==> src/inc/batch_mix_pkg.sv <==
// constants and types shared by the batch mixing sequencer
package batch_mix_pkg;
  localparam logic [1:0] SYS_OFF = 2'h0;
  localparam logic [1:0] SYS_ON = 2'h1;
  localparam logic [1:0] SYS_REMOTE = 2'h2;
  localparam logic [1:0] SEL_OFF = 2'h0;
  localparam logic [1:0] SEL_ON = 2'h1;
  localparam logic [1:0] SEL_AUTO = 2'h2;
  localparam logic SPEED_LOCAL = 1'h0;
  localparam int unsigned CLOCK_HZ = 10_000_000;
  localparam int unsigned TICK_PERIOD_MS = 1000;
  localparam int unsigned TICK_CYCLES = CLOCK_HZ / 1000 * TICK_PERIOD_MS;
  localparam int TICK_W = 24;
  localparam int TIME_W = 16;
  localparam int SPEED_W = 8;
  localparam int ADDR_W = 8;
  localparam int DATA_W = 32;
  localparam int EV_W = 4;
  localparam logic [ADDR_W-1:0] REG_FEED_TIME = 8'h00;
  localparam logic [ADDR_W-1:0] REG_MIX_TIME = 8'h04;
  localparam logic [ADDR_W-1:0] REG_VIB_ON = 8'h08;
  localparam logic [ADDR_W-1:0] REG_VIB_OFF = 8'h0c;
  localparam logic [ADDR_W-1:0] REG_IRQ_STATUS = 8'h10;
  localparam logic [ADDR_W-1:0] REG_IRQ_MASK = 8'h14;
  localparam logic [ADDR_W-1:0] REG_STATE = 8'h18;
  localparam logic [TIME_W-1:0] FEED_TIME_RST = 16'h003c;
  localparam logic [TIME_W-1:0] MIX_TIME_RST = 16'h012c;
  localparam logic [TIME_W-1:0] VIB_ON_RST = 16'h0005;
  localparam logic [TIME_W-1:0] VIB_OFF_RST = 16'h000a;
  localparam logic [EV_W-1:0] IRQ_MASK_RST = 4'h0;
  localparam int EV_BATCH_START = 0;
  localparam int EV_BATCH_END = 1;
  localparam int EV_LOW_FLOW = 2;
  localparam int EV_HOPPER_LOW = 3;
  localparam int ST_PHASE = 0;
  localparam int ST_WATER = 2;
  localparam int ST_FEEDER = 3;
  localparam int ST_MIXER = 4;
  localparam int ST_VIB = 5;
  localparam int ST_ALARM = 6;
  localparam int ST_LAMP = 7;
  localparam int ST_FEED_CNT = 16;
  typedef enum logic [1:0] {PH_IDLE, PH_FILL, PH_MIX} batch_e;
endpackage

==> src/core/batch_mix_sequencer.sv <==
// batch mixing sequencer: selectors, batch phases, timers, alarm, registers
//
// Summary of operation
// - system on: low level starts a batch, high level ends filling
// - system remote: same sequencing, enabled only while run contact closed
// - speed source picks panel speed or current-loop speed for feeder
// - water on: valve open always, high level ignored
// - water auto: valve opens when a batch begins
// - high level in a batch closes auto valve, stops auto feeder
// - feeder on: runs at once until selector leaves on
// - feeder auto: starts with batch, runs only while flow is present
// - feed time accumulates over flow gaps; auto feeder stops at preset
// - mixer on: runs at once, never stopped automatically
// - mixer auto: starts at batch begin, runs through the fill
// - high level starts mix off-delay; mixer stops at expiry, batch ends
// - vibrator on: runs at once until selector leaves on
// - vibrator auto: runs only with feeder, cycled on and off by timer
// - hopper low lights its lamp and sets its interrupt event, affects no sequencing
// - alarm rises on low water flow during the fill phase only
// - acknowledge clears alarm; while low flow persists the alarm stays set
`timescale 1ns/10ps
module batch_mix_sequencer #(
  parameter int unsigned TICK_CYCLES_P = batch_mix_pkg::TICK_CYCLES
) (
  input wire logic i_clock,
  input wire logic i_rst,
  input wire logic [1:0] i_sys_sel,
  input wire logic [1:0] i_water_sel,
  input wire logic [1:0] i_feeder_sel,
  input wire logic [1:0] i_mixer_sel,
  input wire logic [1:0] i_vib_sel,
  input wire logic i_speed_src,
  input wire logic [batch_mix_pkg::SPEED_W-1:0] i_local_speed,
  input wire logic [batch_mix_pkg::SPEED_W-1:0] i_remote_speed,
  input wire logic i_low_level,
  input wire logic i_high_level,
  input wire logic i_flow,
  input wire logic i_run_contact,
  input wire logic i_hopper_low,
  input wire logic i_alarm_ack,
  input wire logic [batch_mix_pkg::ADDR_W-1:0] i_addr,
  input wire logic [batch_mix_pkg::DATA_W-1:0] i_wdata,
  input wire logic i_wr,
  input wire logic i_rd,
  output logic [batch_mix_pkg::DATA_W-1:0] o_rdata,
  output logic [batch_mix_pkg::SPEED_W-1:0] o_feeder_speed,
  output logic o_water_valve,
  output logic o_feeder,
  output logic o_mixer,
  output logic o_vibrator,
  output logic o_alarm,
  output logic o_hopper_lamp,
  output logic o_irq
);
  import batch_mix_pkg::*;

  localparam logic [TICK_W-1:0] TICK_LAST = TICK_W'(TICK_CYCLES_P - 1);

  typedef struct packed {
    batch_e phase;
    logic water;
    logic feeder;
    logic mixer;
    logic vib;
    logic alarm;
    logic lamp;
    logic [SPEED_W-1:0] speed;
    logic [TICK_W-1:0] tick_cnt;
    logic tick;
    logic [TIME_W-1:0] feed_time;
    logic [TIME_W-1:0] mix_time;
    logic [TIME_W-1:0] vib_on;
    logic [TIME_W-1:0] vib_off;
    logic [EV_W-1:0] status;
    logic [EV_W-1:0] mask;
    logic [DATA_W-1:0] rdata;
  } seq_s;

  seq_s r;
  seq_s next_r;

  logic enabled;
  logic start_batch;
  logic low_flow;
  logic feed_run;
  logic feed_done;
  logic mix_done;
  logic vib_cycle;
  logic [TIME_W-1:0] feed_count;
  logic [TIME_W-1:0] mix_count;

  ////////////////////////////////////////////////////////////////////////////
  // batch enable and start

  // remote mode waits on the contact, off mode blocks all batch sequencing
  assign enabled = (i_sys_sel == SYS_ON) ||
                   ((i_sys_sel == SYS_REMOTE) && i_run_contact);

  assign start_batch = (r.phase == PH_IDLE) && enabled && i_low_level;

  // auto feeder running time is all the feed timer counts
  assign feed_run = r.feeder && (i_feeder_sel == SEL_AUTO) && (r.phase == PH_FILL);

  assign low_flow = (r.phase == PH_FILL) && !i_flow;

  ////////////////////////////////////////////////////////////////////////////
  // timers

  preset_timer u_feed_timer (
    .i_clock(i_clock),
    .i_rst(i_rst),
    .i_clear(start_batch),
    .i_run(feed_run),
    .i_tick(r.tick),
    .i_preset(r.feed_time),
    .o_count(feed_count),
    .o_done(feed_done)
  );

  preset_timer u_mix_timer (
    .i_clock(i_clock),
    .i_rst(i_rst),
    .i_clear(r.phase != PH_MIX),
    .i_run(1'b1),
    .i_tick(r.tick),
    .i_preset(r.mix_time),
    .o_count(mix_count),
    .o_done(mix_done)
  );

  vib_cycler u_vib_cycler (
    .i_clock(i_clock),
    .i_rst(i_rst),
    .i_enable(r.feeder),
    .i_tick(r.tick),
    .i_on_time(r.vib_on),
    .i_off_time(r.vib_off),
    .o_on(vib_cycle)
  );

  ////////////////////////////////////////////////////////////////////////////
  // next state

  always_comb begin
    logic [EV_W-1:0] events;
    logic [EV_W-1:0] w1c;
    logic [DATA_W-1:0] st;
    events = '0;
    w1c = '0;
    st = '0;
    next_r = r;

    // one-second tick; presets are all in seconds
    next_r.tick = 1'b0;
    if (r.tick_cnt >= TICK_LAST) begin
      next_r.tick_cnt = '0;
      next_r.tick = 1'b1;
    end else begin
      next_r.tick_cnt = r.tick_cnt + 1'b1;
    end

    unique case (r.phase)
      PH_IDLE: begin
        if (start_batch) begin
          next_r.phase = PH_FILL;
        end
      end
      PH_FILL: begin
        if (!enabled) begin
          next_r.phase = PH_IDLE;
        end else if (i_high_level) begin
          next_r.phase = PH_MIX;
        end
      end
      PH_MIX: begin
        if (!enabled || mix_done) begin
          next_r.phase = PH_IDLE;
        end
      end
    endcase

    case (i_water_sel)
      SEL_ON: next_r.water = 1'b1;
      SEL_AUTO: next_r.water = (next_r.phase == PH_FILL);
      default: next_r.water = 1'b0;
    endcase

    // a fresh batch must not see the previous batch's done flag
    case (i_feeder_sel)
      SEL_ON: next_r.feeder = 1'b1;
      SEL_AUTO: next_r.feeder = (next_r.phase == PH_FILL) && i_flow &&
                                (start_batch || !feed_done);
      default: next_r.feeder = 1'b0;
    endcase

    case (i_mixer_sel)
      SEL_ON: next_r.mixer = 1'b1;
      SEL_AUTO: next_r.mixer = (next_r.phase != PH_IDLE);
      default: next_r.mixer = 1'b0;
    endcase

    case (i_vib_sel)
      SEL_ON: next_r.vib = 1'b1;
      SEL_AUTO: next_r.vib = vib_cycle;
      default: next_r.vib = 1'b0;
    endcase

    // a new low-flow condition wins over an acknowledge in the same cycle
    if (low_flow) begin
      next_r.alarm = 1'b1;
    end else if (i_alarm_ack) begin
      next_r.alarm = 1'b0;
    end

    next_r.lamp = i_hopper_low;
    next_r.speed = (i_speed_src == SPEED_LOCAL) ? i_local_speed : i_remote_speed;

    events[EV_BATCH_START] = start_batch;
    events[EV_BATCH_END] = (r.phase == PH_MIX) && mix_done;
    events[EV_LOW_FLOW] = low_flow && !r.alarm;
    events[EV_HOPPER_LOW] = i_hopper_low && !r.lamp;

    if (i_wr) begin
      case (i_addr)
        REG_FEED_TIME: next_r.feed_time = i_wdata[TIME_W-1:0];
        REG_MIX_TIME: next_r.mix_time = i_wdata[TIME_W-1:0];
        REG_VIB_ON: next_r.vib_on = i_wdata[TIME_W-1:0];
        REG_VIB_OFF: next_r.vib_off = i_wdata[TIME_W-1:0];
        REG_IRQ_STATUS: w1c = i_wdata[EV_W-1:0];
        REG_IRQ_MASK: next_r.mask = i_wdata[EV_W-1:0];
        default: w1c = '0;
      endcase
    end
    // set wins over write-one-to-clear
    next_r.status = (r.status & ~w1c) | events;

    st[ST_PHASE +: 2] = r.phase;
    st[ST_WATER] = r.water;
    st[ST_FEEDER] = r.feeder;
    st[ST_MIXER] = r.mixer;
    st[ST_VIB] = r.vib;
    st[ST_ALARM] = r.alarm;
    st[ST_LAMP] = r.lamp;
    st[ST_FEED_CNT +: TIME_W] = feed_count;

    // read data stand for one cycle only; unmapped reads give zero
    next_r.rdata = '0;
    if (i_rd) begin
      case (i_addr)
        REG_FEED_TIME: next_r.rdata = {16'h0000, r.feed_time};
        REG_MIX_TIME: next_r.rdata = {16'h0000, r.mix_time};
        REG_VIB_ON: next_r.rdata = {16'h0000, r.vib_on};
        REG_VIB_OFF: next_r.rdata = {16'h0000, r.vib_off};
        REG_IRQ_STATUS: next_r.rdata = {28'h0000000, r.status};
        REG_IRQ_MASK: next_r.rdata = {28'h0000000, r.mask};
        REG_STATE: next_r.rdata = st;
        default: next_r.rdata = '0;
      endcase
    end
  end

  ////////////////////////////////////////////////////////////////////////////
  // state register

  always_ff @(posedge i_clock or posedge i_rst) begin
    if (i_rst) begin
      r <= '0;
      r.phase <= PH_IDLE;
      r.feed_time <= FEED_TIME_RST;
      r.mix_time <= MIX_TIME_RST;
      r.vib_on <= VIB_ON_RST;
      r.vib_off <= VIB_OFF_RST;
      r.mask <= IRQ_MASK_RST;
    end else begin
      r <= next_r;
    end
  end

  assign o_rdata = r.rdata;
  assign o_feeder_speed = r.speed;
  assign o_water_valve = r.water;
  assign o_feeder = r.feeder;
  assign o_mixer = r.mixer;
  assign o_vibrator = r.vib;
  assign o_alarm = r.alarm;
  assign o_hopper_lamp = r.lamp;
  assign o_irq = |(r.status & r.mask);
endmodule // batch_mix_sequencer

==> src/core/preset_timer.sv <==
// accumulating seconds timer that flags when its preset is reached
`timescale 1ns/10ps
module preset_timer (
  input wire logic i_clock,
  input wire logic i_rst,
  input wire logic i_clear,
  input wire logic i_run,
  input wire logic i_tick,
  input wire logic [batch_mix_pkg::TIME_W-1:0] i_preset,
  output logic [batch_mix_pkg::TIME_W-1:0] o_count,
  output logic o_done
);
  import batch_mix_pkg::*;
  typedef struct packed {
    logic [TIME_W-1:0] count;
  } timer_s;
  timer_s r;
  timer_s next_r;
  // count holds while run is low, so interruptions accumulate
  always_comb begin
    next_r = r;
    if (i_clear) begin
      next_r.count = '0;
    end else if (i_run && i_tick && !o_done) begin
      next_r.count = r.count + 1'b1;
    end
  end
  always_ff @(posedge i_clock or posedge i_rst) begin
    if (i_rst) begin
      r <= '0;
    end else begin
      r <= next_r;
    end
  end
  assign o_count = r.count;
  assign o_done = (r.count >= i_preset);
endmodule // preset_timer

==> src/core/vib_cycler.sv <==
// on/off cycling timer for the hopper vibrator
`timescale 1ns/10ps
module vib_cycler (
  input wire logic i_clock,
  input wire logic i_rst,
  input wire logic i_enable,
  input wire logic i_tick,
  input wire logic [batch_mix_pkg::TIME_W-1:0] i_on_time,
  input wire logic [batch_mix_pkg::TIME_W-1:0] i_off_time,
  output logic o_on
);
  import batch_mix_pkg::*;
  typedef struct packed {
    logic on;
    logic [TIME_W-1:0] count;
  } cycle_s;
  cycle_s r;
  cycle_s next_r;
  logic [TIME_W-1:0] limit;
  logic [TIME_W-1:0] step;
  always_comb begin
    next_r = r;
    limit = r.on ? i_on_time : i_off_time;
    step = r.count + 1'b1;
    // every enable starts with an on phase
    if (!i_enable) begin
      next_r.on = 1'b1;
      next_r.count = '0;
    end else if (i_tick) begin
      if (step >= limit) begin
        next_r.on = !r.on;
        next_r.count = '0;
      end else begin
        next_r.count = step;
      end
    end
  end
  always_ff @(posedge i_clock or posedge i_rst) begin
    if (i_rst) begin
      r <= '{on: 1'b1, count: '0};
    end else begin
      r <= next_r;
    end
  end
  assign o_on = i_enable && r.on;
endmodule // vib_cycler

==> config.mk <==
export PLATFORM = sky130hd
export DESIGN_NAME = batch_mix_sequencer
export DESIGN_NICKNAME = d
export VERILOG_FILES = /design/src/inc/batch_mix_pkg.sv /design/src/core/batch_mix_sequencer.sv /design/src/core/preset_timer.sv /design/src/core/vib_cycler.sv
export SDC_FILE = /design/constraint.sdc
export NUM_CORES = 1
export LEC_CHECK = 0
export ABC_AREA = 1
export CAP_MARGIN = 10
export CORE_MARGIN = 8
export CORE_UTILIZATION = 60
export DETAILED_ROUTE_END_ITERATION = 8
export DONT_BUFFER_PORTS = 1
export PLACE_DENSITY = 0.74
export SYNTH_ARGS = -nofsm -noshare
export SYNTH_HDL_FRONTEND = slang
export SYNTH_SLANG_ARGS = --single-unit
==> constraint.sdc <==
create_clock -name i_clock -period 6.6 [get_ports i_clock]
set_input_delay 0 -clock i_clock [delete_from_list [all_inputs] [get_ports i_clock]]
set_output_delay 0 -clock i_clock [all_outputs]
set_load 0.005 [all_outputs]
# --- Yosys cells after proc, flatten, opt, wreduce, memory -nomap -nowiden ---
# Index checks and enable logic that the tools add are counted.
totals:
  regBits: 194
  in_bits: 77
  out_inout_bits: 47
  word_cells: 120
op_classes:
  n_addsub: 4
  magnitude_cmp: 4
  eq_ne: 22
  n_mux: 27
  bitwise: 4
  reduce_logical: 38
op_table:
  columns: ["op", "n"]
  rows:
  - ["one-hot mux 32 bit (7 select lines)", 1]
  - ["two-way mux 16 bit", 6]
  - ["adder 16 x 1 -> 16 bit (second input constant)", 3]
  - [">= comparator 16 bit", 3]
  - ["two-way mux 17 bit", 2]
  - ["two-way mux 32 bit", 1]
  - ["adder 24 x 1 -> 24 bit (second input constant)", 1]
  - ["== test 8 x 5 -> 1 bit (second input constant)", 3]
  - [">= comparator 24 bit (second input constant)", 1]
  - ["two-way mux 24 bit", 1]
  - ["== test 8 x 4 -> 1 bit (second input constant)", 2]
  - ["logical AND 1 bit", 15]
  - ["== test 2 x 1 -> 1 bit (second input constant)", 7]
  - ["== test 2 bit (second input constant)", 6]
  - ["AND reduction 2 bit", 6]
  - ["AND 4 bit", 2]
  - ["== test 8 x 3 -> 1 bit (second input constant)", 1]
  - ["logical NOT 8 bit", 1]
  - ["two-way mux 2 bit", 4]
  - ["two-way mux 4 bit", 2]
  - ["two-way mux 8 bit", 1]
  - ["one-hot mux 1 bit (2 select lines)", 4]
  - ["nonzero test 2 bit", 4]
  - ["logical NOT 1 bit", 7]
  - ["9 further kinds", 15]

# --- Logic depth before layout (Yosys ltp) ---
# Gate-level depths: netlist of the first run.
depth:
  ltp_word: 11
  ltp_mapped: 19
  depth_no_buf: 18

# --- Cells and area by module ---
# Synthesis of the first run repeated with hierarchy kept, for this count alone.
hier_totals:
  cells_unflattened: 1497
  hier_area_um2: 11802.6
by_module_without_submodules:
  columns: ["mod", "n_inst", "cells_per_inst", "area_each_um2", "seq_area_each_um2"]
  rows:
  - ["batch_mix_sequencer", 1, 817, 7094.3, 3643.5]
  - ["preset_timer", 2, 230, 1526.5, 400.4]
  - ["vib_cycler", 1, 220, 1655.3, 426.7]

# --- Worst setup path after synthesis of the first run ---
# Ideal clock, no wire load.
synth_timing:
  kind: "flip-flop to flip-flop"
  from: "register u_vib_cycler.r[16] (netlist bit)"
  to: "register u_vib_cycler.r[10] (netlist bit)"
  setup_time_ns: 0.130
  arrival_ns: 2.529
  t_required_ns: 6.470
  path_slack_ns: 3.941
  stages_incl_launch_ff: 15
  n_path_buf: 3
  period_less_slack_ns: 2.659
  cell_sequence: "dfstp_2 clkbuf_1 clkbuf_1 o21ai_0 ha_1 nand2_1 inv_1 nand3_1 nor3_1 nand3_1 nand4_1 inv_1 buf_2 nand3_1 o21ai_0"
synth_via:
  elab_chain_len: 5
synth_lines:
  columns: ["element", "line", "source"]
  rows:
  - ["from (decl)", "vib_cycler.sv:17", "cycle_s r;"]
  - ["from (signal assigned)", "vib_cycler.sv:40", "r <= '{on: 1'b1, count: '0};"]
  - ["from (signal assigned)", "vib_cycler.sv:42", "r <= next_r;"]
  - ["two-way mux 16 bit", "vib_cycler.sv:23", "limit = r.on ? i_on_time : i_off_time;"]
  - [">= comparator 16 bit", "vib_cycler.sv:30", "if (step >= limit) begin"]
  - ["two-way mux 16 bit", "vib_cycler.sv:30", null]
  - ["two-way mux 17 bit", "vib_cycler.sv:29", "end else if (i_tick) begin"]
  - ["two-way mux 17 bit", "vib_cycler.sv:26", "if (!i_enable) begin"]
# Every way passes these cells. The select of a mux whose other input is x is not followed.
# A chain may end at the register's enable or synchronous reset.

# --- Worst setup path in the final report of the first run ---
layout_timing:
  from: "register u_vib_cycler.r[0] (netlist bit)"
  to: "register u_vib_cycler.r[12] (netlist bit)"
layout_via:
  elab_chain_len: 5
layout_lines:
  columns: ["element", "line", "source"]
  rows:
  - ["adder 16 x 1 -> 16 bit (*)", "vib_cycler.sv:24", "step = r.count + 1'b1;"]
  - [">= comparator 16 bit", "vib_cycler.sv:30", null]
  - ["two-way mux 16 bit (*)", "vib_cycler.sv:30", null]
  - ["two-way mux 17 bit (*)", "vib_cycler.sv:29", null]
  - ["two-way mux 17 bit (*)", "vib_cycler.sv:26", null]
# Mark *: on every way between the ends. The rest lies on a longest branch, timed or not. The select of a mux whose other input is x is not followed.

==> run metrics, run 1 <==
hold path start i_addr[3]; clock buffer count from CTS 17; Crit path top cell by count nand2_1; total grt overflow 0; Routed Antenna Nets 0; crit path cell chain ha_1, nand2_1, nor2_1, nand2_1, nor2_1, nand3_1, xor2_1, inv_1, ha_1, nand2_1, inv_1, o21ai_0, nand2_1, a21oi_1, nand4_1, inv_1, nand3_1, o21ai_0; synthesized area per cell 8.23 um^2; ys flop type dfrtp_1; CTS clk-pin slew, worst paths 0.07 ns; Post-synth EDFFs 0; reg2reg end u_vib_cycler.r[12]; Mapped Cells 1,323; Die Span X 151 um; final setup vio count 0; area delta synth->final 8.97%; Setup Total Neg Slack 0 ns; commonest non-fill, non-tap cell in the layout nand2_1; CP top delay family simple AND/OR/NAND/NOR gates; Std-Cell Rows 49; HP Class input port to flop; Worst Clk Skew 0.00847 ns; die area 22,700 um^2; CP endpoint kind flop; status complete, no violations; reg2reg path depth 18; post-CTS setup buffers 0; worst-path fanout max 14; first-pass GRT wire length 42,700 um; nets 1,468; worst reg-to-reg setup slack 3.30 ns; layout cells sized above 1 7.09%; Detailed Place HPWL 19,000 um; CTS root buf clkbuf_16; vias in the first global route 8,420; buffer and inverter count on the worst path 3; CTS tree yes; Iter 0 DRT Violations 753; origin of the worst setup path u_vib_cycler.r[0]; Yosys cell types 51; diode count 0; max-slew violations 0; Clk Latency, worst-skew pair 0.43 ns; overall power 2.63 mW; Setup crit end u_vib_cycler.r[12]; Post-CTS Resized 0; commonest non-fill, non-tap cells in the layout 262 x nand2_1, 191 x inv_1, 181 x dfrtp_1; Syn Std Cell Area 10,900 um^2; routed wire length 26,300 um; clk sinks 194; largest net degree at the start of global routing 122; initial antenna violation count 0; Routed WL per cell 16.7 um; min Tclk post-route 3.30 ns; RSZ-0062 raised after global routing no; WS Path Type flop to flop; slew margin rel. 36.0%; arrival time worst endpoint 3.63 ns; stages on the worst setup path 18; sequential cell area fraction in the yosys report 44.7%; Worst path slowest cell inv_1; measured slew at the worst slew-check pin 0.958 ns; Max stage delay on crit path 0.47 ns; r2r startpoint u_vib_cycler.r[0]; Ys Warns 0; clk buf depth 2; Post-synth ARST share 100%; Die H 151 um; Total GRT Usage 23.9%; vias post-DR 8,796; Worst Setup Start Kind flop; global placement routability congestion 0.926; maxcap violations 0; Lkg Pwr 5.47 nW; htree depth 4; DRC viols 0; Fin. Hold Viols 0; VDD IR-drop max 0.000211 V; # IOs 124; post-synth net total 1,463; PortBufs 0; Pre-Repair DR Iteration Count 7; Worst EP required 6.93 ns; Final Cycle Share 50.0%; top achievable clock speed 0.303 GHz; Initial Utilization 60.8%; pwr/cell area 221 nW/um^2; Yosys reg bits 194; via-per-instance ratio 5.61; CORE AREA 17,900 um^2; Hold Buf Count CTS 57
## power breakdown
part | internal, mW | switching, mW | total [mW] | leakage (nW)
sequential | 1.24 | 0.0456 | 1.28 | 2.59
combinational | 0.135 | 0.263 | 0.398 | 2.62
clock | 0.502 | 0.444 | 0.946 | 0.264
## layout make-up
type,count,area [um^2]
Tap cell,229,287
Inverter,198,751
Fill cell,1455,6040
Timing Repair Buffer,59,586
Clock inverter,10,77.6
Clock buffer,20,457
Multi-Input combinational cell,858,4840
Sequential cell,194,4870
## cell usage after synthesis, types with 21 or more instances
master	n	area [um^2]
nand2_1	262	983
o21ai_0	121	606
xor2_1	26	228
a21oi_1	57	285
nand3_1	63	315
nor2_1	93	349
dfrtp_1	181	4530
inv_1	192	721
nor3_1	29	145
clkbuf_1	21	78.8
buf_4	40	300
ha_1	63	788
## worst register-to-register path: stages, from the launching register on
cell     delay [ns]
dfrtp_1        0.38
ha_1           0.20
nand2_1        0.06
nor2_1         0.21
nand2_1        0.15
nor2_1         0.25
nand3_1        0.13
xor2_1         0.14
inv_1          0.08
ha_1           0.19
nand2_1        0.06
inv_1          0.03
o21ai_0        0.14
nand2_1        0.07
a21oi_1        0.16
nand4_1        0.23
inv_1          0.47
nand3_1        0.13
o21ai_0        0.13
## kinds of logic after synthesis
kind of cell             Yosys count  share of synthesized area (%)
adder cells (fa/ha/maj)           63                           7.24
XOR/XNOR                          28                           2.32
AND/OR/NAND/NOR                  515                           21.3
flip-flops                       194                           44.7
AO/OA/AOI/OAI                    238                           12.2
multiplexers                      14                           1.38
buffers and inverters            271                           10.8
## sequential cells by signal, summed over array words and instances (netlist names), 8 cells and up
register / cells
o_feeder_speed: 8
u_mix_timer.o_count: 16
u_vib_cycler.r: 17
r: 99
o_rdata: 32
u_feed_timer.o_count: 16
## metal layers
metal / vias up / track usage (%) / wire length, um
li1: 4310 / - / -
met1: 4137 / 32.2 / 11700
met2: 314 / 37.2 / 12100
met3: 35 / 6.16 / 2070
met4: 0 / 7.37 / 477
met5: - / 0 / 0
## worst min path at each step
stage                     depth (start not counted)       endpoint
after CTS                                         4     o_rdata[4]
after floorplan                                   0  o_hopper_lamp
after global routing                              3    o_rdata[11]
after detailed placement                          0  o_hopper_lamp
final                                             4     o_rdata[4]
after global placement                            0  o_hopper_lamp
## per-stage QoR
| stage | setup WS [ns] | area (um^2) | hold WS (ns) | utilization (%) | std cells |
|---|---|---|---|---|---|
| floorplan | 1.34 | 10900 | 0.0314 | - | 1323 |
| global placement | 3.45 | 10800 | 0.0315 | 60.1 | 1481 |
| detailed placement | 3.38 | 10800 | 0.0316 | 60.1 | 1481 |
| CTS | 3.34 | 11900 | 0.0112 | 66.3 | 1568 |
| global route | 2.90 | 11900 | 0.0627 | 66.3 | 1568 |
| finish | 3.30 | 11900 | 0.0128 | 66.3 | 1568 |
Note: power is estimated with default switching activity, not from simulation.
==> run 2: changes to the inputs <==
CORE_UTILIZATION = 58   (was 60)
clock period = 2.7 ns   (was 6.6 ns; I/O delays follow)
==> run 2 against run 1 <==
  * The run now ends with negative setup slack left
  * Die area grew 3.1%
  * Routed wire length grew 5.4%
  * Setup slack worse by 3.4 ns
  * Register-to-register slack lost 3.4 ns
  * Sequential share of layout area fell by 1.7 points
  * Combinational power increased to 2.7 times the previous value
  * Clock power rose to 2.7 times the previous value
  * First-iteration DRC count rose by 8.5%
  * Flip-flop and latch count stayed put
  * Count of clock-buffer cells in the layout decreased by 2
  * Clock skew is 0.0042 ns higher
  * Critical path depth decreased by 1
  * Critical endpoint unchanged
==> run metrics, run 2 (synthesis results as in run 1) <==
Worst EP required 3.01 ns; Biggest register r; CP top delay family simple AND/OR/NAND/NOR gates; Clk Latency, worst-skew pair 0.44 ns; min Tclk post-route 2.76 ns; commonest non-fill, non-tap cell in the layout nand2_1; Worst Clk Skew 0.0126 ns; initial antenna violation count 0; htree depth 4; top achievable clock speed 0.363 GHz; largest net degree at the start of global routing 123; RSZ-0062 raised after global routing yes; Detailed Place HPWL 19,700 um; CTS tree yes; Lkg Pwr 5.71 nW; worst reg-to-reg setup slack -0.06 ns; max-slew violations 0; fin util 66.6%; CTS root buf clkbuf_16; worst-path fanout max 14; max reg flops 99; dpl cell area 11,000 um^2; CP endpoint kind flop; vias in the first global route 8,751; final setup vio count 15; DRC viols 0; Pre-Repair DR Iteration Count 5; Std-Cell Rows 50; status finished with violations; hold path depth 4; Max stage delay on crit path 0.38 ns; arrival time worst endpoint 3.07 ns; Die Span X 153 um; clk buf depth 2; CTS clk-pin slew, worst paths 0.08 ns; die area 23,400 um^2; reg2reg path depth 17; Iter 0 DRT Violations 817; first-pass GRT wire length 44,900 um; nets 1,509; r2r startpoint u_vib_cycler.r[1]; measured slew at the worst slew-check pin 1.00 ns; post-route cell area 12,400 um^2; buffer and inverter count on the worst path 5; clk sinks 194; routed wire length 27,700 um; hold path start i_addr[2]; vias post-DR 9,087; global placement routability congestion 0.935; commonest non-fill, non-tap cells in the layout 258 x nand2_1, 188 x inv_1, 181 x dfrtp_1; via-per-instance ratio 5.62; Worst Setup Start Kind flop; # IOs 124; Routed WL per cell 17.1 um; failing checks negative setup slack; fill count 1,464; Fin. Hold Viols 0; WS Path Type flop to flop; diode count 0; maxcap violations 0; Min-Delay Endpoint o_rdata[9]; crit path cell chain inv_2, nor3_4, nand2_2, nor2_4, nand4_1, buf_4, nand2_1, inv_1, ha_1, nand2_2, nor3_4, nand3_1, nand4_1, clkinvlp_4, buf_12, nand3_1, o21ai_0; CORE AREA 18,600 um^2; Initial Utilization 58.6%; setup ws final -0.0575 ns; VDD IR-drop max 0.000391 V; clock buffer count from CTS 17; overall power 6.74 mW; Routed Antenna Nets 0; HP Class input port to flop; Worst path slowest cell dfrtp_1; PortBufs 0; area delta synth->final 13.6%; slew margin rel. 32.8%; total grt overflow 0; reg2reg end u_vib_cycler.r[12]; Die H 153 um; layout cells sized above 1 11.5%; Final Cycle Share 102%; Total GRT Usage 23.8%; pwr/cell area 545 nW/um^2
==> run 2: power by group <==
group / total (mW) / leakage (nW) / switching (mW) / internal, mW
clock network: 2.54 / 0.293 / 1.27 / 1.27
registers: 3.12 / 2.59 / 0.0986 / 3.02
logic: 1.08 / 2.83 / 0.691 / 0.392
==> run 2: through the flow <==
step	cells	TNS (ns)	setup slack, ns	hold WS (ns)
6_report	1616	-0.511	-0.0575	0.0197
5_1_grt	1616	-3.80	-0.273	0.0397
4_1_cts	1608	-0.0106	-0.00704	0.0109
3_5_place_dp	1514	-1.83	-0.153	-0.0833
3_3_place_gp	1514	-0.125	-0.0340	-0.0847
2_1_floorplan	1323	0	0.0409	0.0314
==> run 2: worst max-delay path by stage <==
stage | startpoint | to | slack (ns) | cells after the start
2_1_floorplan | u_vib_cycler.r[16] | u_vib_cycler.r[10] | 0.04 | 14
3_3_place_gp | u_vib_cycler.r[0] | u_vib_cycler.r[14] | -0.03 | 17
3_5_place_dp | u_vib_cycler.r[0] | u_vib_cycler.r[6] | -0.15 | 18
4_1_cts | u_vib_cycler.r[0] | u_vib_cycler.r[12] | -0.007 | 17
5_1_grt | u_vib_cycler.r[1] | u_vib_cycler.r[14] | -0.27 | 18
6_report | u_vib_cycler.r[1] | u_vib_cycler.r[12] | -0.06 | 17
==> run 2: worst reg2reg max path, stage by stage, from the launching register on <==
cell	delay (ns)
dfrtp_1	0.38
inv_2	0.06
nor3_4	0.21
nand2_2	0.10
nor2_4	0.11
nand4_1	0.12
buf_4	0.16
nand2_1	0.05
inv_1	0.06
ha_1	0.33
nand2_2	0.09
nor3_4	0.20
nand3_1	0.10
nand4_1	0.18
clkinvlp_4	0.14
buf_12	0.16
nand3_1	0.07
o21ai_0	0.09
==> run 2: final cells by class <==
class,count,area (um^2),area share (%)
multi-input combinational,858,4920,39.8
sequential,194,4870,39.4
timing repair buffer,100,945,7.64
inverter,198,751,6.07
clock buffer,18,439,3.55
tap,234,293,2.37
clock inverter,14,151,1.22
==> run 2: repair_timing <==
action | CTS | global route
setup buffers | 4 | 7
hold buffers | 58 | 1
gates resized for setup | 17 | 18
endpoints found under the hold margin | 203 | 1
endpoints found under the setup margin | 14 | 18
pin swaps | 13 | 14
==> run 2: routing by layer <==
layer / GRT usage, % / vias to the layer above / share of wire (%)
met4: 7.40 / 0 / 1.9
met2: 39.5 / 298 / 49
li1: - / 4383 / -
met1: 30.6 / 4360 / 42
met5: 0 / - / 0
met3: 5.13 / 46 / 7.2
